$ cat src/qcs_pkg.sv
// constants and types for the questionable condition status block
// assumes one system clock; power-up reset is the only reset
package qcs_pkg;

    // condition register layout
    localparam int QCS_W = 16;
    localparam logic [15:0] QCS_COND_RST = 16'h0000;
    localparam logic [15:0] QCS_RSVD_MASK = 16'hec47;
    localparam int QCS_B_POWER = 3;
    localparam int QCS_B_COLD = 4;
    localparam int QCS_B_FREQ = 5;
    localparam int QCS_B_MOD = 7;
    localparam int QCS_B_CAL = 8;
    localparam int QCS_B_SELF = 9;
    localparam int QCS_B_BERT = 12;

    // source group widths
    localparam int QCS_PWR_N = 2;
    localparam int QCS_LOCK_N = 6;
    localparam int QCS_MOD_N = 5;
    localparam int QCS_CAL_N = 2;
    localparam int QCS_BERT_N = 6;
    localparam int QCS_CAL_FMPM = 0;
    localparam int QCS_CAL_IQ = 1;

    // field positions in the synchronised pin vector
    localparam int QCS_R_PWR = 0;
    localparam int QCS_R_COLD_DET = 2;
    localparam int QCS_R_OVEN = 3;
    localparam int QCS_R_LOCK = 4;
    localparam int QCS_R_MOD = 10;
    localparam int QCS_R_CAL = 15;
    localparam int QCS_R_BERT = 17;
    localparam int QCS_R_SELF = 23;
    localparam int QCS_R_CALV = 24;
    localparam int QCS_R_BERTF = 26;
    localparam int QCS_R_COLDSRC = 27;
    localparam int QCS_RAW_W = 28;

    // post-reset timing: sync depth, then live
    localparam logic [1:0] QCS_STRAP_CNT = 2'h2;
    localparam logic [1:0] QCS_LIVE_CNT = 2'h3;

    // decimal conversion
    localparam int QCS_DIGITS = 5;
    localparam int QCS_BCD_W = 20;
    localparam logic [4:0] QCS_CONV_STEPS = 5'h10;
    localparam logic [2:0] QCS_NDIG_MIN = 3'h1;

    typedef enum logic [1:0] {
        QCS_CAL_BOTH = 2'h0,
        QCS_CAL_IQ_ONLY = 2'h1,
        QCS_CAL_DC_ONLY = 2'h2,
        QCS_CAL_NONE = 2'h3
    } qcs_cal_var_t;

    typedef enum logic [2:0] {
        QCS_Q_IDLE = 3'b001,
        QCS_Q_CONV = 3'b010,
        QCS_Q_DONE = 3'b100
    } qcs_qstate_t;

endpackage : qcs_pkg

$ cat src/qcs_conv_if.sv
// carrier between the query controller and the decimal converter
// assumes both ends run on the same clock
`timescale 1ns/1ps
interface qcs_conv_if;
    logic start;
    logic [15:0] bin;
    logic busy;
    logic done;
    logic [19:0] bcd;
    modport ctrl(output start, output bin, input busy, input done,
        input bcd);
    modport conv(input start, input bin, output busy, output done,
        output bcd);
endinterface : qcs_conv_if

$ cat src/qcs_bcd_conv.sv
// sequential binary to packed-decimal converter, one bit per clock
// assumes start is only raised while busy is low
`timescale 1ns/1ps
module qcs_bcd_conv
    import qcs_pkg::*;
(
    input wire logic clk, // system clock
    input wire logic rst_b, // synchronous reset, active low
    qcs_conv_if.conv cv // request and result
);

    logic [35:0] shift_q, shift_d;
    logic [4:0] cnt_q, cnt_d;
    logic busy_q, busy_d;
    logic done_q, done_d;
    logic [19:0] bcd_q, bcd_d;

    // add three to every digit of five or more before the shift
    function automatic logic [35:0] dabble(input logic [35:0] v);
        logic [35:0] r;
        r = v;
        for (int i = 0; i < QCS_DIGITS; i++) begin
            if (r[16 + 4 * i +: 4] >= 4'h5) begin
                r[16 + 4 * i +: 4] = r[16 + 4 * i +: 4] + 4'h3;
            end
        end
        return r;
    endfunction : dabble

    ////////////////////////////////////////////////////////////////////
    always_comb begin
        logic [35:0] nxt;
        nxt = dabble(shift_q);
        nxt = {nxt[34:0], 1'b0};
        shift_d = shift_q;
        cnt_d = cnt_q;
        busy_d = busy_q;
        done_d = 1'b0;
        bcd_d = bcd_q;
        if (!busy_q && cv.start) begin
            shift_d = {20'h00000, cv.bin};
            cnt_d = QCS_CONV_STEPS;
            busy_d = 1'b1;
        end else if (busy_q) begin
            shift_d = nxt;
            cnt_d = cnt_q - 5'h01;
            if (cnt_q == 5'h01) begin
                busy_d = 1'b0;
                done_d = 1'b1;
                bcd_d = nxt[35:16];
            end
        end
    end

    always_ff @(posedge clk) begin
        if (!rst_b) begin
            shift_q <= 36'h000000000;
            cnt_q <= 5'h00;
            busy_q <= 1'b0;
            done_q <= 1'b0;
            bcd_q <= 20'h00000;
        end else begin
            shift_q <= shift_d;
            cnt_q <= cnt_d;
            busy_q <= busy_d;
            done_q <= done_d;
            bcd_q <= bcd_d;
        end
    end

    assign cv.busy = busy_q;
    assign cv.done = done_q;
    assign cv.bcd = bcd_q;

endmodule : qcs_bcd_conv

$ cat src/qcs_top.sv
// questionable condition register: live status mirror with decimal query
// assumes status and strap pins are asynchronous to CLK
`timescale 1ns/1ps

// Behaviour
// - condition register is read-only, live, and writes change nothing
// - bits 0,1,2,6,10,11,13,14,15 always read zero
// - bit 3 is high when leveling fails or reverse protection trips
// - bit 4 is high while the selected heated element is cold
// - bit 5 is high when any synthesizer or reference loop loses lock
// - bit 7 is high on modulation range faults or uncalibrated modulation
// - bit 8 is high on fm/pm zero calibration or I/Q calibration error
// - some variants route only one calibration error onto bit 8
// - variants with neither calibration error routed hold bit 8 at zero
// - bit 9 flags power-up self-test failure until power is cycled
// - bit 12 is high on any bit-error-tester fault
// - variants without bit-error tester hold bit 12 at zero
// - a query returns the decimal sum of the set bit weights
module qcs_top
    import qcs_pkg::*;
(
    input wire logic CLK, // system clock, 40 MHz
    input wire logic RST_B, // synchronous power-up reset, active low
    input wire logic [1:0] PWR_FLAGS, // unleveled, reverse protection
    input wire logic LVL_DET_COLD, // auto_level_loop detector cold
    input wire logic OVEN_COLD, // reference oscillator oven cold
    input wire logic [5:0] LOCK_FLAGS, // loss-of-lock sources
    input wire logic [4:0] MOD_FLAGS, // range and uncal sources
    input wire logic [1:0] CAL_FLAGS, // dc_coupled_fm_pm, I/Q errors
    input wire logic [5:0] BERT_FLAGS, // bit_error_test_status_group
    input wire logic SELFTEST_FAIL, // self-test failure report
    input wire logic [1:0] CAL_VARIANT, // strap: calibration routing
    input wire logic BERT_FITTED, // strap: bit-error tester present
    input wire logic COLD_SRC, // strap: 1 detector, 0 oven
    input wire logic WR_REQ, // attempted write to the register
    input wire logic CLR_STATUS, // clear-status command pulse
    input wire logic QRY_REQ, // condition query request
    output logic [15:0] COND, // live condition register
    output logic WR_IGNORED, // write seen and discarded
    output logic CLR_DONE, // clear-status seen
    output logic QRY_BUSY, // query in progress
    output logic QRY_DONE, // query answer valid, one cycle
    output logic [15:0] QRY_VALUE, // snapshot queried
    output logic [19:0] QRY_BCD, // decimal digits of snapshot
    output logic [2:0] QRY_NDIG // significant decimal digits
);

    qcs_conv_if cv();

    logic [QCS_RAW_W-1:0] raw, sync1_q, sync2_q;
    logic [1:0] cnt_q, cnt_d;
    qcs_cal_var_t calv_q, calv_d;
    logic bertf_q, bertf_d;
    logic coldsrc_q, coldsrc_d;
    logic self_q, self_d;
    logic [15:0] cond_q, cond_d;
    logic wr_ign_q, clr_q;
    qcs_qstate_t state_q, state_d;
    logic [15:0] snap_q, snap_d;
    logic [19:0] bcd_q, bcd_d;
    logic [2:0] ndig_q, ndig_d;
    logic live;

    // calibration summary per variant
    function automatic logic cal_sel(input qcs_cal_var_t v,
        input logic [QCS_CAL_N-1:0] f);
        unique case (v)
            QCS_CAL_BOTH: cal_sel = |f;
            QCS_CAL_IQ_ONLY: cal_sel = f[QCS_CAL_IQ];
            QCS_CAL_DC_ONLY: cal_sel = f[QCS_CAL_FMPM];
            QCS_CAL_NONE: cal_sel = 1'b0;
        endcase
    endfunction : cal_sel

    // significant digits, zero shows as one digit
    function automatic logic [2:0] digit_count(input logic [19:0] b);
        logic [2:0] n;
        n = QCS_NDIG_MIN;
        for (int i = 1; i < QCS_DIGITS; i++) begin
            if (b[4 * i +: 4] != 4'h0) begin
                n = 3'(i + 1);
            end
        end
        return n;
    endfunction : digit_count

    // packed decimal back to binary, for checking only
    function automatic logic [16:0] bcd_value(input logic [19:0] b);
        logic [16:0] s;
        s = 17'h00000;
        for (int i = QCS_DIGITS - 1; i >= 0; i--) begin
            s = 17'(s * 17'h0000a + 17'(b[4 * i +: 4]));
        end
        return s;
    endfunction : bcd_value

    ////////////////////////////////////////////////////////////////////
    // pin synchronisers; sync1 feeds only sync2
    assign raw = {COLD_SRC, BERT_FITTED, CAL_VARIANT, SELFTEST_FAIL,
        BERT_FLAGS, CAL_FLAGS, MOD_FLAGS, LOCK_FLAGS, OVEN_COLD,
        LVL_DET_COLD, PWR_FLAGS};

    always_ff @(posedge CLK) begin
        if (!RST_B) begin
            sync1_q <= '0;
            sync2_q <= '0;
        end else begin
            sync1_q <= raw;
            sync2_q <= sync1_q;
        end
    end

    ////////////////////////////////////////////////////////////////////
    // straps are caught once the synchronisers hold real pin levels;
    // until then the optional sources stay masked off
    always_comb begin
        cnt_d = cnt_q;
        calv_d = calv_q;
        bertf_d = bertf_q;
        coldsrc_d = coldsrc_q;
        if (cnt_q != QCS_LIVE_CNT) begin
            cnt_d = cnt_q + 2'h1;
        end
        if (cnt_q == QCS_STRAP_CNT) begin
            calv_d = qcs_cal_var_t'(sync2_q[QCS_R_CALV +: 2]);
            bertf_d = sync2_q[QCS_R_BERTF];
            coldsrc_d = sync2_q[QCS_R_COLDSRC];
        end
    end

    always_ff @(posedge CLK) begin
        if (!RST_B) begin
            cnt_q <= 2'h0;
            calv_q <= QCS_CAL_NONE;
            bertf_q <= 1'b0;
            coldsrc_q <= 1'b0;
        end else begin
            cnt_q <= cnt_d;
            calv_q <= calv_d;
            bertf_q <= bertf_d;
            coldsrc_q <= coldsrc_d;
        end
    end

    assign live = (cnt_q == QCS_LIVE_CNT);

    ////////////////////////////////////////////////////////////////////
    // condition register: rebuilt every cycle, nothing latched except
    // the self-test flag, which only reset (power cycle) clears
    always_comb begin
        self_d = self_q | sync2_q[QCS_R_SELF];
        cond_d = QCS_COND_RST;
        cond_d[QCS_B_POWER] =
            |sync2_q[QCS_R_PWR +: QCS_PWR_N];
        cond_d[QCS_B_COLD] = coldsrc_d ? sync2_q[QCS_R_COLD_DET]
            : sync2_q[QCS_R_OVEN];
        cond_d[QCS_B_FREQ] =
            |sync2_q[QCS_R_LOCK +: QCS_LOCK_N];
        cond_d[QCS_B_MOD] =
            |sync2_q[QCS_R_MOD +: QCS_MOD_N];
        cond_d[QCS_B_CAL] = cal_sel(calv_d,
            sync2_q[QCS_R_CAL +: QCS_CAL_N]);
        cond_d[QCS_B_SELF] = self_d;
        cond_d[QCS_B_BERT] = bertf_d
            & (|sync2_q[QCS_R_BERT +: QCS_BERT_N]);
    end

    // writes and clear-status are acknowledged but reach no state
    always_ff @(posedge CLK) begin
        if (!RST_B) begin
            self_q <= 1'b0;
            cond_q <= QCS_COND_RST;
            wr_ign_q <= 1'b0;
            clr_q <= 1'b0;
        end else begin
            self_q <= self_d;
            cond_q <= cond_d;
            wr_ign_q <= WR_REQ;
            clr_q <= CLR_STATUS;
        end
    end

    ////////////////////////////////////////////////////////////////////
    // query: snapshot, convert to decimal, present for one cycle
    always_comb begin
        state_d = state_q;
        snap_d = snap_q;
        bcd_d = bcd_q;
        ndig_d = ndig_q;
        unique case (state_q)
            QCS_Q_IDLE: begin
                if (QRY_REQ) begin
                    state_d = QCS_Q_CONV;
                    snap_d = cond_q;
                end
            end
            QCS_Q_CONV: begin
                if (cv.done) begin
                    state_d = QCS_Q_DONE;
                    bcd_d = cv.bcd;
                    ndig_d = digit_count(cv.bcd);
                end
            end
            QCS_Q_DONE: state_d = QCS_Q_IDLE;
            default: state_d = QCS_Q_IDLE;
        endcase
    end

    always_ff @(posedge CLK) begin
        if (!RST_B) begin
            state_q <= QCS_Q_IDLE;
            snap_q <= QCS_COND_RST;
            bcd_q <= 20'h00000;
            ndig_q <= QCS_NDIG_MIN;
        end else begin
            state_q <= state_d;
            snap_q <= snap_d;
            bcd_q <= bcd_d;
            ndig_q <= ndig_d;
        end
    end

    assign cv.start = (state_q == QCS_Q_IDLE) && QRY_REQ;
    assign cv.bin = cond_q;

    qcs_bcd_conv u_conv (
        .clk(CLK),
        .rst_b(RST_B),
        .cv(cv)
    );

    assign COND = cond_q;
    assign WR_IGNORED = wr_ign_q;
    assign CLR_DONE = clr_q;
    assign QRY_BUSY = (state_q != QCS_Q_IDLE);
    assign QRY_DONE = (state_q == QCS_Q_DONE);
    assign QRY_VALUE = snap_q;
    assign QRY_BCD = bcd_q;
    assign QRY_NDIG = ndig_q;
endmodule : qcs_top
$ cat config.mk
export PLATFORM = sky130hd
export DESIGN_NAME = qcs_top
export DESIGN_NICKNAME = d
export VERILOG_FILES = /design/src/qcs_pkg.sv /design/src/qcs_conv_if.sv /design/src/qcs_bcd_conv.sv /design/src/qcs_top.sv
export SDC_FILE = /design/constraint.sdc
export NUM_CORES = 1
export LEC_CHECK = 0
export ABC_AREA = 1
export ABC_CLOCK_PERIOD_IN_PS = 1200
export BUFFER_PORTS_ARGS = -buffer_cell sky130_fd_sc_hd__buf_4
export CAP_MARGIN = 0
export CORE_MARGIN = 2
export CORE_UTILIZATION = 30
export CTS_BUF_LIST = sky130_fd_sc_hd__clkbuf_8
export CTS_CLUSTER_SIZE = 10
export DETAILED_ROUTE_END_ITERATION = 10
export GPL_TIMING_DRIVEN = 0
export PLACE_DENSITY = 0.58
export SLEW_MARGIN = 20
export SYNTH_ARGS = -nofsm -noshare
export SYNTH_HDL_FRONTEND = slang
export SYNTH_SLANG_ARGS = --single-unit
export TNS_END_PERCENT = 100
$ cat constraint.sdc
create_clock -name CLK -period 1.2 [get_ports CLK]
set_input_delay 0.24 -clock CLK [delete_from_list [all_inputs] [get_ports CLK]]
set_output_delay 0.24 -clock CLK [all_outputs]
set_load 0.03 [all_outputs]
==> qor.yml <==
status:
  status: "finished, violations left"
  violations: "design-rule violations, negative setup slack"
worst_setup_path:
  crit_type: "register to register"
  cpMaxStageDelayCell: "dfxtp_4"
  crit_fanout: 5
  critPathMaxStageDelay_ns: 0.39
  cp-end-kind: "register"
  cp-start-kind: "register"
  path_common_cell: "buf_12"
  path_cells: "inv_4 -> nor2_1 -> nand2_1 -> nor2_4 -> buf_12 -> buf_12 -> inv_6 -> a21oi_2 -> nand2_2"
  cp.arrival_ns: 1.77
  worst_ep_required_time_ns: 1.56
  r2r_cells: 9
place:
  pre_cts_ws_ns: -0.310
  gp_congestion: 0.832
  placed_area_sq_um: 7300
  portBuffers: 72
  dp.cells: 1187
  hpwl_mm: 10.1
sta:
  max_freq_mhz: 710
  finalWorstSetupSlack_ns: -0.209
  rsz0062_at_grt: "yes"
  finalSetupViolations: 60
  drv_slew: 0
  hold_ws_ns: 0.0859
  final.setup_skew_ns: 0.0158
  finalHoldViolations: 0
  finalWorstPathRequiredPeriod_ns: 1.41
  worstMarginPinSlew_ns: 0.872
  fin_setup_tns_ns: -4.96
  slew_headroom: 0.418
  fin_crit_sh: 1.17
min_path:
  hold_depth: 3
  hold_class: "input port to register"
logic_synthesis:
  synth_cells: 823
  ys_top_cells_by_area: "dfxtp_1 (52%), nand2_1 (12%), inv_1 (7.9%)"
  syn-cell-area_sq_um: 6310
  ys.flop_type: "dfxtp_1"
  ys_warn_count: 0
  async_flop_share: 0
  synth.distinct_cells: 30
  ys_ff_latch: 164
  synth_area_leader_cell: "dfxtp_1"
  syn_area_per_cell_sq_um: 7.66
  ys_seq_area_frac: 0.521
  synth_top_cell_area_share: 0.521
  synth-edff-count: 0
pwr:
  seq_power_share: 0.488
  swShare: 0.301
  p_per_area_nw_per_um2: 1220
  power.total_mw: 12.0
  power_frac_comb: 0.173
  p_int_mw: 8.40
  leakage_nw: 4.66
  p_sw_mw: 3.63
  ir_drop_mv: 0.811
  clkPwrFrac: 0.340
global_routing:
  grtUsageMet1: 0.182
  grtUsageTotal: 0.150
  grt_max_degree: 18
  grt_use_met3: 0.0443
  grt_pass1_vias: 5330
  grt.busiest_layer: "met2"
  grt_util_met2: 0.259
  gr-total-overflow: 0
  grt_first_pass_wirelength_mm: 26.1
  grt_antenna_before_repair: 0
drt:
  initialDrtViolationCount: 245
  route.final.wire_length_mm: 16.8
  vias: 5645
  drtPass1Iterations: 9
  viasPerCell: 4.26
  routedWlPerCell_um: 12.7
  final_antenna_net_count: 0
  drc_errors: 1
clock_network:
  cts.sinks: 164
  cts_tree: "yes"
  cts.path.max_buffers: 2
  root_buffer: "clkbuf_8"
  clk_latency_ns: 0.47
  cts_max_level: 4
  numCtsBuffers: 17
  clk_pin_slew_ns: 0.10
floorplan:
  io_pins: 92
  dieArea_sq_um: 22200
  die_w_um: 149
  rows: 53
  dieHeight_um: 149
  core_area_sq_um: 20800
  start_util: 0.303
layout:
  fin_nets: 1083
  area_growth_pct: 56.7
  final_util: 0.475
  final_cells: 1324
  final_area_sq_um: 9880
  final_layout_size_suffix_gt1_frac: 0.454
  layout_common_cells: "nand2_1 (151), inv_1 (111), dfxtp_1 (107)"
  mostFrequentLayoutCell: "nand2_1"
  antenna_cells: 0
job:
  max-cap-violations: 0
[cell families after synthesis]
kind of cell / count (synthesis) / share of synthesized area
xor+xnor: 1 / 0.00139
other cells: 1 / 0.000595
simple gates: 335 / 0.220
fa+ha+maj: 14 / 0.0278
compound gates: 117 / 0.0942
flops: 164 / 0.521
buf+inv: 190 / 0.134
mux: 1 / 0.00159
[worst max-delay path, delay by kind of cell, from the launching register on]
kind                   cells  cell delay (ns)
buffers and inverters      4             0.37
AND/OR/NAND/NOR            4             0.43
flip-flops                 1             0.39
AO/OA/AOI/OAI              1             0.12
[registers in the layout, summed over array words and instances (netlist names)]
name and count:
u_conv.shift_q 33, coldsrc_q 1, bertf_q 1, WR_IGNORED 1, calv_q 2, QRY_VALUE 7, COND 7, u_conv.cv.bcd 20
u_conv.cnt_q 5, u_conv.cv.busy 1, sync1_q 28, CLR_DONE 1, state_q 3, cnt_q 2, QRY_NDIG 3, sync2_q 28
u_conv.cv.done 1, QRY_BCD 20
[Yosys cell counts, types with 5 or more instances]
cell      number
buf_2         14
o21ai_1        7
clkbuf_1       8
nand4_1       10
nor2_1        64
buf_1          5
dfxtp_1      164
inv_1        133
ha_1          14
nand3_1       43
a21oi_1       57
o21ai_0       50
nand2_1      205
buf_4         22
[final cells by class]
| type | count | area (sq um) |
|---|---|---|
| Multi-Input combinational cell | 486 | 3060 |
| Clock inverter | 14 | 156 |
| Tap cell | 275 | 344 |
| Buffer | 51 | 387 |
| Timing Repair Buffer | 179 | 1750 |
| Inverter | 137 | 552 |
| Sequential cell | 164 | 3390 |
| Clock buffer | 18 | 248 |
| Fill cell | 1981 | 10900 |
[worst paths after layout]
check,end,slack (ns),start
setup / recovery,QRY_NDIG[0],-0.21,state_q[1]
hold / removal,u_conv.cv.bcd[19],0.09,RST_B
setup reg to reg,QRY_NDIG[0],-0.21,state_q[1]
hold reg to reg,sync2_q[25],0.41,sync1_q[25]
[per-layer routing]
| layer | share of wire | wire length (um) |
|---|---|---|
| met2 | 0.49 | 8250 |
| met1 | 0.45 | 7480 |
| met5 | 0 | 0 |
| met4 | 0.011 | 179 |
| met3 | 0.053 | 894 |
[power groups by stage]
stage	combinational [mW]	clock, mW	sequential (mW)
2_1_floorplan	0.927	0	5.97
3_3_place_gp	1.35	0	5.95
3_5_place_dp	1.36	0	5.95
4_1_cts	1.76	4.18	5.85
5_1_grt	2.26	4.42	5.89
6_report	2.08	4.09	5.87
[repair_timing]
action	CTS	global route
gates cloned	7	2
setup buffers	44	27
endpoints found under the hold margin	30	0
hold buffers	30	0
gates resized for setup	260	171
pin swaps	53	65
setup endpoints to repair	136	134
Note: power is estimated with default switching activity, not from simulation.
